===== src/logic/cmc_defs.svh =====
// Register map, field positions and timing constants of the clock multiplier
`ifndef CMC_DEFS_SVH
`define CMC_DEFS_SVH
`define CMC_PAGE 8'h0f
`define CMC_ADDR_CTRL 8'h97
`define CMC_ADDR_TRIM 8'h9e
`define CMC_BIT_EN 7
`define CMC_BIT_INIT 6
`define CMC_BIT_RDY 5
`define CMC_SCL_HI 4
`define CMC_SCL_LO 2
`define CMC_SRC_HI 1
`define CMC_SRC_LO 0
`define CMC_TRIM_HI 5
`define CMC_BYTE_HI 7
`define CMC_TRIM_UNUSED 2'h0
`define CMC_RD_NONE 8'h00
`define CMC_SCL_RST 3'h0
`define CMC_TRIM_RST 6'h00
`define CMC_BURST 4'h4
`define CMC_BURST_NONE 4'h0
`define CMC_SCALE_NUM 4'h2
`define CMC_CNT_W 16
`define CMC_CLK_NS 100
`define CMC_LOCK_NS 20000
`define CMC_LOCK_CYC ((`CMC_LOCK_NS + `CMC_CLK_NS - 1) / `CMC_CLK_NS)
`endif


===== src/logic/cmc_pkg.sv =====
// Types shared by the clock multiplier design
`default_nettype none
package cmc_pkg;
  typedef logic [7:0] cmc_byte_t;
  typedef logic [5:0] cmc_trim_t;
  // Multiplier input source codes, in field order 0..3
  typedef enum logic [1:0] {
    CMC_SRC_EXT,
    CMC_SRC_INT_HALF,
    CMC_SRC_EXT_HALF,
    CMC_SRC_EXT_HALF_ALT
  } cmc_src_e;
  // Multiplier lock sequence
  typedef enum logic [1:0] {
    CMC_OFF,
    CMC_ARMED,
    CMC_LOCKING,
    CMC_READY
  } cmc_lock_e;
endpackage
`default_nettype wire


===== src/logic/cmc_top.sv =====
// Clock multiplier control register, fine trim and pulse multiplier
//
// Overview of operation
// - Fine trim bits 7:6 read zero; writes to them are ignored.
// - Fine trim bits 5:0 read/write and drive the oscillator trim output.
// - Fine trim loads the factory value after reset, not a constant.
// - Output is four times input scaled by 1,2/3,1/2,2/5,1/3 or 2/7.
// - Input is external, internal halved, or external halved.
// - Base outputs are internal x2, external x2, external x4.
// - Each input rising edge yields a burst of four fast pulses.
// - Control register at 0x97 page 0x0f, fields as mapped, reset zero.
// - Fine trim register decoded at 0x9e on the same page.
// - Multiplier runs only while the enable bit is one.
// - Writing init while enabled starts initialisation; reads zero before.
// - Ready reads one only after the initialised multiplier stabilises.
`include "cmc_defs.svh"
`default_nettype none
module cmc_top #(
  parameter int unsigned LOCK_CYC = `CMC_LOCK_CYC
) (
  input wire logic CLK_I,
  input wire logic NRST_I,
  input wire cmc_pkg::cmc_byte_t SFR_PAGE_I,
  input wire cmc_pkg::cmc_byte_t SFR_ADDR_I,
  input wire logic SFR_WR_I,
  input wire logic SFR_RD_I,
  input wire cmc_pkg::cmc_byte_t SFR_WDATA_I,
  input wire cmc_pkg::cmc_trim_t FACTORY_TRIM_I,
  input wire logic INT_OSC_I,
  input wire logic EXT_OSC_I,
  output var cmc_pkg::cmc_byte_t SFR_RDATA_O,
  output var cmc_pkg::cmc_trim_t TRIM_O,
  output logic MUL_EN_O,
  output logic MUL_RDY_O,
  output logic MUL_PULSE_O
);
  import cmc_pkg::*;

  localparam logic [`CMC_CNT_W-1:0] LOCK_LAST =
    `CMC_CNT_W'(LOCK_CYC - 1);

  // Decodes an SFR access to one register on the clock page
  function automatic logic sfr_hit(input cmc_byte_t page,
                                   input cmc_byte_t addr,
                                   input cmc_byte_t want);
    return (page == `CMC_PAGE) && (addr == want);
  endfunction

  // Scaling code to denominator of 2/N; spare codes fall back to 1
  function automatic logic [3:0] scale_den(input logic [2:0] code);
    logic [3:0] den;
    den = 4'h2;
    case (code)
      3'h0: den = 4'h2;
      3'h1: den = 4'h3;
      3'h2: den = 4'h4;
      3'h3: den = 4'h5;
      3'h4: den = 4'h6;
      3'h5: den = 4'h7;
      default: den = 4'h2;
    endcase
    return den;
  endfunction

  logic sel_ctrl;
  logic sel_trim;
  logic wr_ctrl;
  logic wr_trim;
  logic init_start;
  logic en_ff;
  logic init_ff;
  logic [2:0] scale_ff;
  cmc_src_e src_ff;
  cmc_lock_e st_ff;
  cmc_lock_e nxt_st;
  logic [`CMC_CNT_W-1:0] cnt_ff;
  logic rdy;
  logic loaded_ff;
  cmc_trim_t trim_ff;
  cmc_byte_t rdata_ff;
  logic int_q_ff;
  logic ext_q_ff;
  logic int_half_ff;
  logic ext_half_ff;
  logic src_lvl;
  logic src_q_ff;
  logic src_rise;
  logic [3:0] burst_ff;
  logic [3:0] nxt_burst;
  logic fast;
  logic [3:0] acc_ff;
  logic [3:0] acc_sum;
  logic [3:0] den;
  logic fire;
  logic pulse_ff;

  // Register decode on the SFR port
  assign sel_ctrl = sfr_hit(SFR_PAGE_I, SFR_ADDR_I, `CMC_ADDR_CTRL);
  assign sel_trim = sfr_hit(SFR_PAGE_I, SFR_ADDR_I, `CMC_ADDR_TRIM);
  assign wr_ctrl = SFR_WR_I && sel_ctrl;
  assign wr_trim = SFR_WR_I && sel_trim;
  // Init only counts when the multiplier was already enabled
  assign init_start = wr_ctrl && SFR_WDATA_I[`CMC_BIT_EN] &&
                      SFR_WDATA_I[`CMC_BIT_INIT] && en_ff;

  // Control fields; a zero write clears everything
  always_ff @(posedge CLK_I or negedge NRST_I) begin
    if (!NRST_I) begin
      en_ff <= 1'b0;
      init_ff <= 1'b0;
      scale_ff <= `CMC_SCL_RST;
      src_ff <= CMC_SRC_EXT;
    end else if (wr_ctrl) begin
      en_ff <= SFR_WDATA_I[`CMC_BIT_EN];
      init_ff <= init_start;
      scale_ff <= SFR_WDATA_I[`CMC_SCL_HI:`CMC_SCL_LO];
      src_ff <= cmc_src_e'(SFR_WDATA_I[`CMC_SRC_HI:`CMC_SRC_LO]);
    end
  end

  // Lock sequence; disable or re-init wins over the running state
  always_comb begin
    nxt_st = st_ff;
    if (wr_ctrl && !SFR_WDATA_I[`CMC_BIT_EN]) begin
      nxt_st = CMC_OFF;
    end else if (init_start) begin
      nxt_st = CMC_LOCKING;
    end else begin
      case (st_ff)
        CMC_OFF: begin
          if (en_ff) begin
            nxt_st = CMC_ARMED;
          end
        end
        CMC_ARMED: nxt_st = CMC_ARMED;
        CMC_LOCKING: begin
          if (cnt_ff == LOCK_LAST) begin
            nxt_st = CMC_READY;
          end
        end
        CMC_READY: nxt_st = CMC_READY;
        default: nxt_st = CMC_OFF;
      endcase
    end
  end

  always_ff @(posedge CLK_I or negedge NRST_I) begin
    if (!NRST_I) begin
      st_ff <= CMC_OFF;
    end else begin
      st_ff <= nxt_st;
    end
  end

  // Stabilisation timer, restarted by every init write
  always_ff @(posedge CLK_I or negedge NRST_I) begin
    if (!NRST_I) begin
      cnt_ff <= '0;
    end else if (init_start || st_ff != CMC_LOCKING) begin
      cnt_ff <= '0;
    end else begin
      cnt_ff <= cnt_ff + 1'b1;
    end
  end

  assign rdy = (st_ff == CMC_READY);

  // Fine trim; factory value caught one edge after reset release
  always_ff @(posedge CLK_I or negedge NRST_I) begin
    if (!NRST_I) begin
      loaded_ff <= 1'b0;
      trim_ff <= `CMC_TRIM_RST;
    end else if (!loaded_ff) begin
      loaded_ff <= 1'b1;
      trim_ff <= FACTORY_TRIM_I;
    end else if (wr_trim) begin
      trim_ff <= SFR_WDATA_I[`CMC_TRIM_HI:0];
    end
  end

  // Read data, registered on the read strobe
  always_ff @(posedge CLK_I or negedge NRST_I) begin
    if (!NRST_I) begin
      rdata_ff <= `CMC_RD_NONE;
    end else if (SFR_RD_I) begin
      if (sel_ctrl) begin
        rdata_ff <= {en_ff, init_ff, rdy, scale_ff, src_ff};
      end else if (sel_trim) begin
        rdata_ff <= {`CMC_TRIM_UNUSED, trim_ff};
      end else begin
        rdata_ff <= `CMC_RD_NONE;
      end
    end
  end

  // Halving dividers, toggled on each input rising edge
  always_ff @(posedge CLK_I or negedge NRST_I) begin
    if (!NRST_I) begin
      int_q_ff <= 1'b0;
      ext_q_ff <= 1'b0;
      int_half_ff <= 1'b0;
      ext_half_ff <= 1'b0;
    end else begin
      int_q_ff <= INT_OSC_I;
      ext_q_ff <= EXT_OSC_I;
      if (INT_OSC_I && !int_q_ff) begin
        int_half_ff <= !int_half_ff;
      end
      if (EXT_OSC_I && !ext_q_ff) begin
        ext_half_ff <= !ext_half_ff;
      end
    end
  end

  // Source choice; spare code also takes external halved
  always_comb begin
    case (src_ff)
      CMC_SRC_EXT: src_lvl = EXT_OSC_I;
      CMC_SRC_INT_HALF: src_lvl = int_half_ff;
      default: src_lvl = ext_half_ff;
    endcase
  end

  always_ff @(posedge CLK_I or negedge NRST_I) begin
    if (!NRST_I) begin
      src_q_ff <= 1'b0;
    end else begin
      src_q_ff <= src_lvl;
    end
  end

  assign src_rise = src_lvl && !src_q_ff;

  // Four fast pulses per source edge; later edges queue behind
  always_comb begin
    nxt_burst = burst_ff;
    if (fast) begin
      nxt_burst = burst_ff - 4'h1;
    end
    if (src_rise) begin
      nxt_burst = nxt_burst + `CMC_BURST;
    end
  end

  assign fast = (burst_ff != `CMC_BURST_NONE);

  // Burst store is flushed whenever the multiplier is off
  always_ff @(posedge CLK_I or negedge NRST_I) begin
    if (!NRST_I) begin
      burst_ff <= `CMC_BURST_NONE;
    end else if (!en_ff) begin
      burst_ff <= `CMC_BURST_NONE;
    end else begin
      burst_ff <= nxt_burst;
    end
  end

  // Fractional 2/N scaler; keeps average rate exact, jitter one pulse
  assign den = scale_den(scale_ff);
  assign acc_sum = acc_ff + `CMC_SCALE_NUM;
  assign fire = fast && (acc_sum >= den);

  always_ff @(posedge CLK_I or negedge NRST_I) begin
    if (!NRST_I) begin
      acc_ff <= 4'h0;
    end else if (!en_ff) begin
      acc_ff <= 4'h0;
    end else if (fast) begin
      acc_ff <= fire ? acc_sum - den : acc_sum;
    end
  end

  // Output pulse only once the multiplier has stabilised
  always_ff @(posedge CLK_I or negedge NRST_I) begin
    if (!NRST_I) begin
      pulse_ff <= 1'b0;
    end else begin
      pulse_ff <= en_ff && rdy && fire;
    end
  end

  assign SFR_RDATA_O = rdata_ff;
  assign TRIM_O = trim_ff;
  assign MUL_EN_O = en_ff;
  assign MUL_RDY_O = rdy;
  assign MUL_PULSE_O = pulse_ff;
endmodule
`default_nettype wire


===== config.mk =====
export PLATFORM = sky130hd
export DESIGN_NAME = cmc_top
export DESIGN_NICKNAME = d
export VERILOG_FILES = /design/src/logic/cmc_pkg.sv /design/src/logic/cmc_top.sv
export VERILOG_INCLUDE_DIRS = /design/src /design/src/logic
export SDC_FILE = /design/constraint.sdc
export NUM_CORES = 1
export LEC_CHECK = 0
export ABC_AREA = 1
export BUFFER_PORTS_ARGS = -buffer_cell sky130_fd_sc_hd__buf_4
export CAP_MARGIN = 20
export CORE_MARGIN = 10
export CORE_UTILIZATION = 50
export DETAILED_ROUTE_END_ITERATION = 8
export PLACE_DENSITY = 0.83
export SLEW_MARGIN = 20
export SYNTH_ARGS = -nofsm -noshare
export SYNTH_HDL_FRONTEND = slang
export SYNTH_SLANG_ARGS = --single-unit

===== constraint.sdc =====
create_clock -name CLK_I -period 2.59 [get_ports CLK_I]
set_clock_uncertainty 0.15 [all_clocks]
set_input_delay 0 -clock CLK_I [delete_from_list [all_inputs] [get_ports CLK_I]]
set_output_delay 0 -clock CLK_I [all_outputs]
set_load 0.01 [all_outputs]

== After elaboration in Yosys (flattened, before gate mapping) ==
Index checks and enable logic that the tools add are counted.
Word-level totals
  register bits after elaboration: 54
  input bits: 36
  output and inout port bits: 17
  word-level logic and storage cells: 84
Operators by class
  add/subtract/negate cells: 5
  order comparisons: 1
  equal/unequal tests: 18
  mux-type cells: 18
  reductions and logical operators: 25
Operators by type and width (number)
  two-way mux 4 bit: 6
  two-way mux 6 bit: 3
  adder 16 x 1 -> 16 bit, second input constant: 1
  equality test 16 x 8 -> 1 bit, second input constant: 1
  equality test 8 bit, second input constant: 2
  two-way mux 16 bit: 1
  case mux 3 bit (5 select lines): 1
  logical AND 1 bit: 14
  equality test 8 x 4 -> 1 bit, second input constant: 1
  two-way mux 2 bit: 4
  two-way mux 8 bit: 1
  != test 4 bit, second input constant: 2
  case mux 2 bit (4 select lines): 1
  equality test 3 x 2 -> 1 bit, second input constant: 2
  equality test 3 bit, second input constant: 2
  zero test 1 bit: 6
  adder 4 x 2 -> 4 bit, second input constant: 1
  adder 4 x 3 -> 4 bit, second input constant: 1
  equality test 2 x 1 -> 1 bit, second input constant: 2
  equality test 2 bit, second input constant: 2
  >= comparator 4 bit: 1
  zero test 2 bit: 2
  != test 2 bit, second input constant: 2
  nonzero test 4 bit: 1
  7 further kinds: 7

== Depth between registers and ports, before layout ==
  depth in word-level cells: 8
  gate-level depth with buffers: 15
  gate-level depth less buffers: 15

== Worst setup path after synthesis ==
Ideal clock, no wire load.
  path kind: flip-flop to flip-flop
  from: reg scale_ff[1]
  to: reg acc_ff[3]
  library setup time: 0.117 ns
  arrival: 1.966 ns
  path slack: 0.357 ns
  stages on the path, launching flop included: 15
  path buffers: 0
  clock period less this slack: 2.233 ns
  path through: dfrtp_1 > ha_1 > o21ai_0 > nand2_1 > a21oi_1 > ha_1 > fa_1 > inv_1 > a21oi_1 > nand3_1 > nand2_1 > inv_1 > nand2_1 > nand3_1 > nand2_1
Between the ends
  word-level cells in the longest chain between the ends: 7
  elaborated cells on any way between the ends: 12
  classes of those cells: add/sub (1); order compare (1); eq/ne (5); mux (4); reduce/logical (1)
Ends and longest elaborated chain
  from (decl): line cmc_top.sv:72  | logic [2:0] scale_ff;
  from (signal assigned): line cmc_top.sv:111  | scale_ff <= `CMC_SCL_RST;
  from (signal assigned): line cmc_top.sv:116  | scale_ff <= SFR_WDATA_I[`CMC_SCL_HI:`CMC_SCL_LO];
  equality test 3 bit (tied with other cells): line cmc_top.sv:53  | case (code)
  case mux 3 bit (5 select lines) (*): line cmc_top.sv:53
  >= comparator 4 bit: line cmc_top.sv:261  | assign fire = fast && (acc_sum >= den);
  logical AND 1 bit: line cmc_top.sv:261
  two-way mux 4 bit (*): line cmc_top.sv:269  | acc_ff <= fire ? acc_sum - den : acc_sum;
  two-way mux 4 bit (*): line cmc_top.sv:268  | end else if (fast) begin
  two-way mux 4 bit (*): line cmc_top.sv:266  | end else if (!en_ff) begin
  to (signal assigned): line cmc_top.sv:269
  to (decl): line cmc_top.sv:91  | logic [3:0] acc_ff;
Mark *: on every way between the ends. The rest lies on a longest branch, timed or not. The select of a mux whose other input is x is not followed.
A chain may end at the register's enable or synchronous reset.

== Worst setup path after layout ==
  from: in SFR_ADDR_I[6]
  to: reg rdata_ff[1], in the netlist SFR_RDATA_O[1]
Between the ends
  word-level cells in the longest chain between the ends: 4
  elaborated cells on any way between the ends: 6
  classes of those cells: eq/ne (2); mux (2); reduce/logical (2)
Ends and longest elaborated chain
  from (decl): line cmc_top.sv:24  | input wire cmc_pkg::cmc_byte_t SFR_ADDR_I,
  equality test 8 bit: line cmc_top.sv:46  | return (page == `CMC_PAGE) && (addr == want);
  logical AND 1 bit: line cmc_top.sv:46
  two-way mux 6 bit: line cmc_top.sv:188  | end else if (sel_trim) begin
  two-way mux 8 bit (*): line cmc_top.sv:186  | if (sel_ctrl) begin
  to (signal assigned): line cmc_top.sv:187  | rdata_ff <= {en_ff, init_ff, rdy, scale_ff, src_ff};
  to (signal assigned): line cmc_top.sv:189  | rdata_ff <= {`CMC_TRIM_UNUSED, trim_ff};
  to (signal assigned): line cmc_top.sv:191  | rdata_ff <= `CMC_RD_NONE;
  to (decl): line cmc_top.sv:80  | cmc_byte_t rdata_ff;
Mark *: on every way between the ends. The rest lies on a longest branch, timed or not.

==> impl_metrics.json <==
{
  "status": "finished, final reports clean",
  "reg2reg_setup_slack_ns": 0.17,
  "hold_depth": 6,
  "row_count": 27,
  "slowest_delay_ns": 0.68,
  "dp.cells": 495,
  "yosysWarnings": 0,
  "drt_iter0_markers": 165,
  "syn_to_final_growth_pct": 33.2,
  "syn-cell-area_um2": 2930,
  "seq_area_frac_synth_pct": 46.2,
  "crit_fanout": 4,
  "path_cells": "dlygate4sd3_1 > buf_4 > nor2_1 > dlygate4sd3_1 > nand3_1 > nor2_2 > dlygate4sd3_1 > nand3_1 > a31oi_1",
  "arrival_ns": 2.55,
  "synthXorXnorAreaFrac_pct": 2.99,
  "drive_gt1_share_pct": 18.2,
  "ir_worst_vdd_v": 0.000420,
  "path_class": "in -> reg",
  "globalplace.congestion": 0.900,
  "grt_usage_pct": 17.2,
  "crit_family": "buffers and inverters",
  "die_h_um": 96.5,
  "dpl.hpwl_mm": 5.06,
  "numPortBuffers": 52,
  "grt_pass1_vias": 2782,
  "totalWireLength_mm": 7.86,
  "slew_headroom_pct": 54.7,
  "ant_nets": 0,
  "vias": 2811,
  "viasPerCell": 5.21,
  "synth_top_area_share_pct": 46.2,
  "synth-adder-area-share_pct": 3.68,
  "start_kind": "input pin",
  "slew_violations": 0,
  "ioPinCount": 53,
  "clk_latency_ns": 0.32,
  "cts_buffers": 5,
  "synth_area_leaders": "dfrtp_1 (46%), nand2_1 (13%), inv_1 (6.5%)",
  "path_buf_inv": 4,
  "synth_top_family_by_area": "simple AND/OR/NAND/NOR gates",
  "slowest_stage": "dlygate4sd3_1",
  "die_x_um": 96.5,
  "required_ns": 2.68,
  "finalCriticalPeriod_ns": 2.47,
  "diodes": 0,
  "wire_per_inst_um": 14.6,
  "grt_max_degree": 55,
  "synth-compound-area-share_pct": 5.90,
  "hold_viol": 0,
  "reg2reg_depth": 13,
  "leakage_nw": 2.04,
  "htreeDepth": 2,
  "critPathMostFrequentCell": "dlygate4sd3_1",
  "setup_violations": 0,
  "cts_tree": "done",
  "numClockSinks": 54,
  "critical_path_depth": 9,
  "cts_max_path_buffers": 2,
  "cap_violations": 0,
  "post-route-period-util_pct": 95.2,
  "clk_pin_slew_ns": 0.10,
  "synth-seq-cells": 54,
  "overflow": 0,
  "max_freq_mhz": 405,
  "dr.pass1.iters": 6,
  "antenna_found_initial": 0,
  "start_util_pct": 52.2,
  "synth_top_cell_by_area": "dfrtp_1",
  "drc": 0,
  "p_per_area_nw_per_um2": 726,
  "grt_pass1_wl_mm": 12.8,
  "fin_nets": 511,
  "synth_nets": 419,
  "muxShareOfSynthArea_pct": 2.31,
  "dieArea_um2": 9320,
  "postSynthAreaPerCell_um2": 7.81,
  "cts_root_buf": "clkbuf_8",
  "final_core_util_pct": 69.5,
  "synth-simple-area-share_pct": 31.5,
  "synthesis.instances": 375,
  "worst_slew_pin_slew_ns": 0.679,
  "final_cell_count_no_fill": 540,
  "cp-end-kind": "flip-flop",
  "hold_path_class": "in -> reg",
  "fp.coreArea_um2": 5610,
  "synth_cell_types": 27
}
## final timing paths
path | start | endpoint
setup / recovery | SFR_ADDR_I[6] | SFR_RDATA_O[1]
hold / removal | SFR_PAGE_I[4] | SFR_RDATA_O[5]
hold reg to reg | cnt_ff[0] | cnt_ff[0]
setup reg to reg | scale_ff[2] | acc_ff[2]
max in group asynchronous | NRST_I | cnt_ff[4]
min in group asynchronous | NRST_I | SFR_RDATA_O[5]
## tightest hold or removal path: cells and delay by family
kind	cells	cell delay [ns]
and+or+nand+nor	4	0.29
buffers and inverters	1	0.08
AOI/OAI and AO/OA	1	0.08
## state kept, by name, summed over array words and instances (netlist names), 2 cells and up
name	cells
SFR_RDATA_O	8
TRIM_O	6
acc_ff	4
burst_ff	4
cnt_ff	16
scale_ff	3
src_ff	2
st_ff	2
## placed cells by master, fill, tap and decap left out, drive strengths merged, types with 4 or more instances in the layout
cell type / count
dlygate4sd3: 30
a21oi: 8
nor2: 51
clkbuf: 6
xor2: 6
ha: 7
nand2: 108
xnor2: 4
buf: 59
dfrtp: 54
nand3: 32
a31oi: 6
inv: 51
mux2: 6
nand4: 10
nor3: 7
o21ai: 13
## per-layer routing
layer	global-route usage, %	part of all wire (%)	vias up
li1	-	-	1383
met1	21.2	42	1357
met2	29.6	52	57
met3	3.24	4.1	14
met4	5.33	1.5	0
met5	0	0	-
## Yosys cell counts, drive strengths merged
cell and number:
clkbuf 2, o21ai 13, o211ai 1, nor3 7, a31oi 6, mux2 6, xor2 6, inv 51
nand2 108, conb 1, o21bai 1, a21oi 8, nor2 51, ha 7, nand4 10, nand3 32
buf 2, xnor2 4, nand3b 2, o31ai 2, fa 1, dfrtp 54
## logic make-up after synthesis
| group | Yosys count |
|---|---|
| and+or+nand+nor | 210 |
| buffers and inverters | 55 |
| DFF | 54 |
| AOI/OAI and AO/OA | 31 |
| xor gates and xnor gates | 10 |
| adders and majority gates | 8 |
| muxes | 6 |
| other | 1 |
## area by class of cell
cell class / count / area (um2)
clock buffers: 6 / 82.6
clock inverters: 2 / 60.1
fillers: 441 / 1710
inverters: 51 / 191
multi-input cells: 266 / 1380
flip-flops and latches: 54 / 1350
well taps: 72 / 90.1
repair buffers: 89 / 743
## power by group
part | internal (mW) | switching [mW] | total [mW]
Combinational | 0.423 | 0.571 | 0.994
Clock | 0.412 | 0.291 | 0.703
Sequential | 1.01 | 0.123 | 1.13
## through the flow
stage	cell area, um2	setup slack (ns)	setup TNS [ns]	power [mW]	hold WS, ns
floorplan	2930	0.357	0	1.78	-0.446
global route	3900	-0.0364	-0.0657	3.04	0.0437
global placement	3390	0.238	0	1.98	-0.0712
CTS	3830	0.0562	0	2.77	0.00620
finish	3900	0.124	0	2.83	0.0228
detailed placement	3390	0.146	0	2.04	-0.0673
## repair_timing
item / 4_1_cts / 5_1_grt
buffers inserted: 0 / 7
hold endpoints to repair: 82 / 0
hold buffers: 30 / 0
resized for setup: 0 / 5
endpoints found under the setup margin: 0 / 5
No activity file was read; power rests on OpenSTA's default activity.
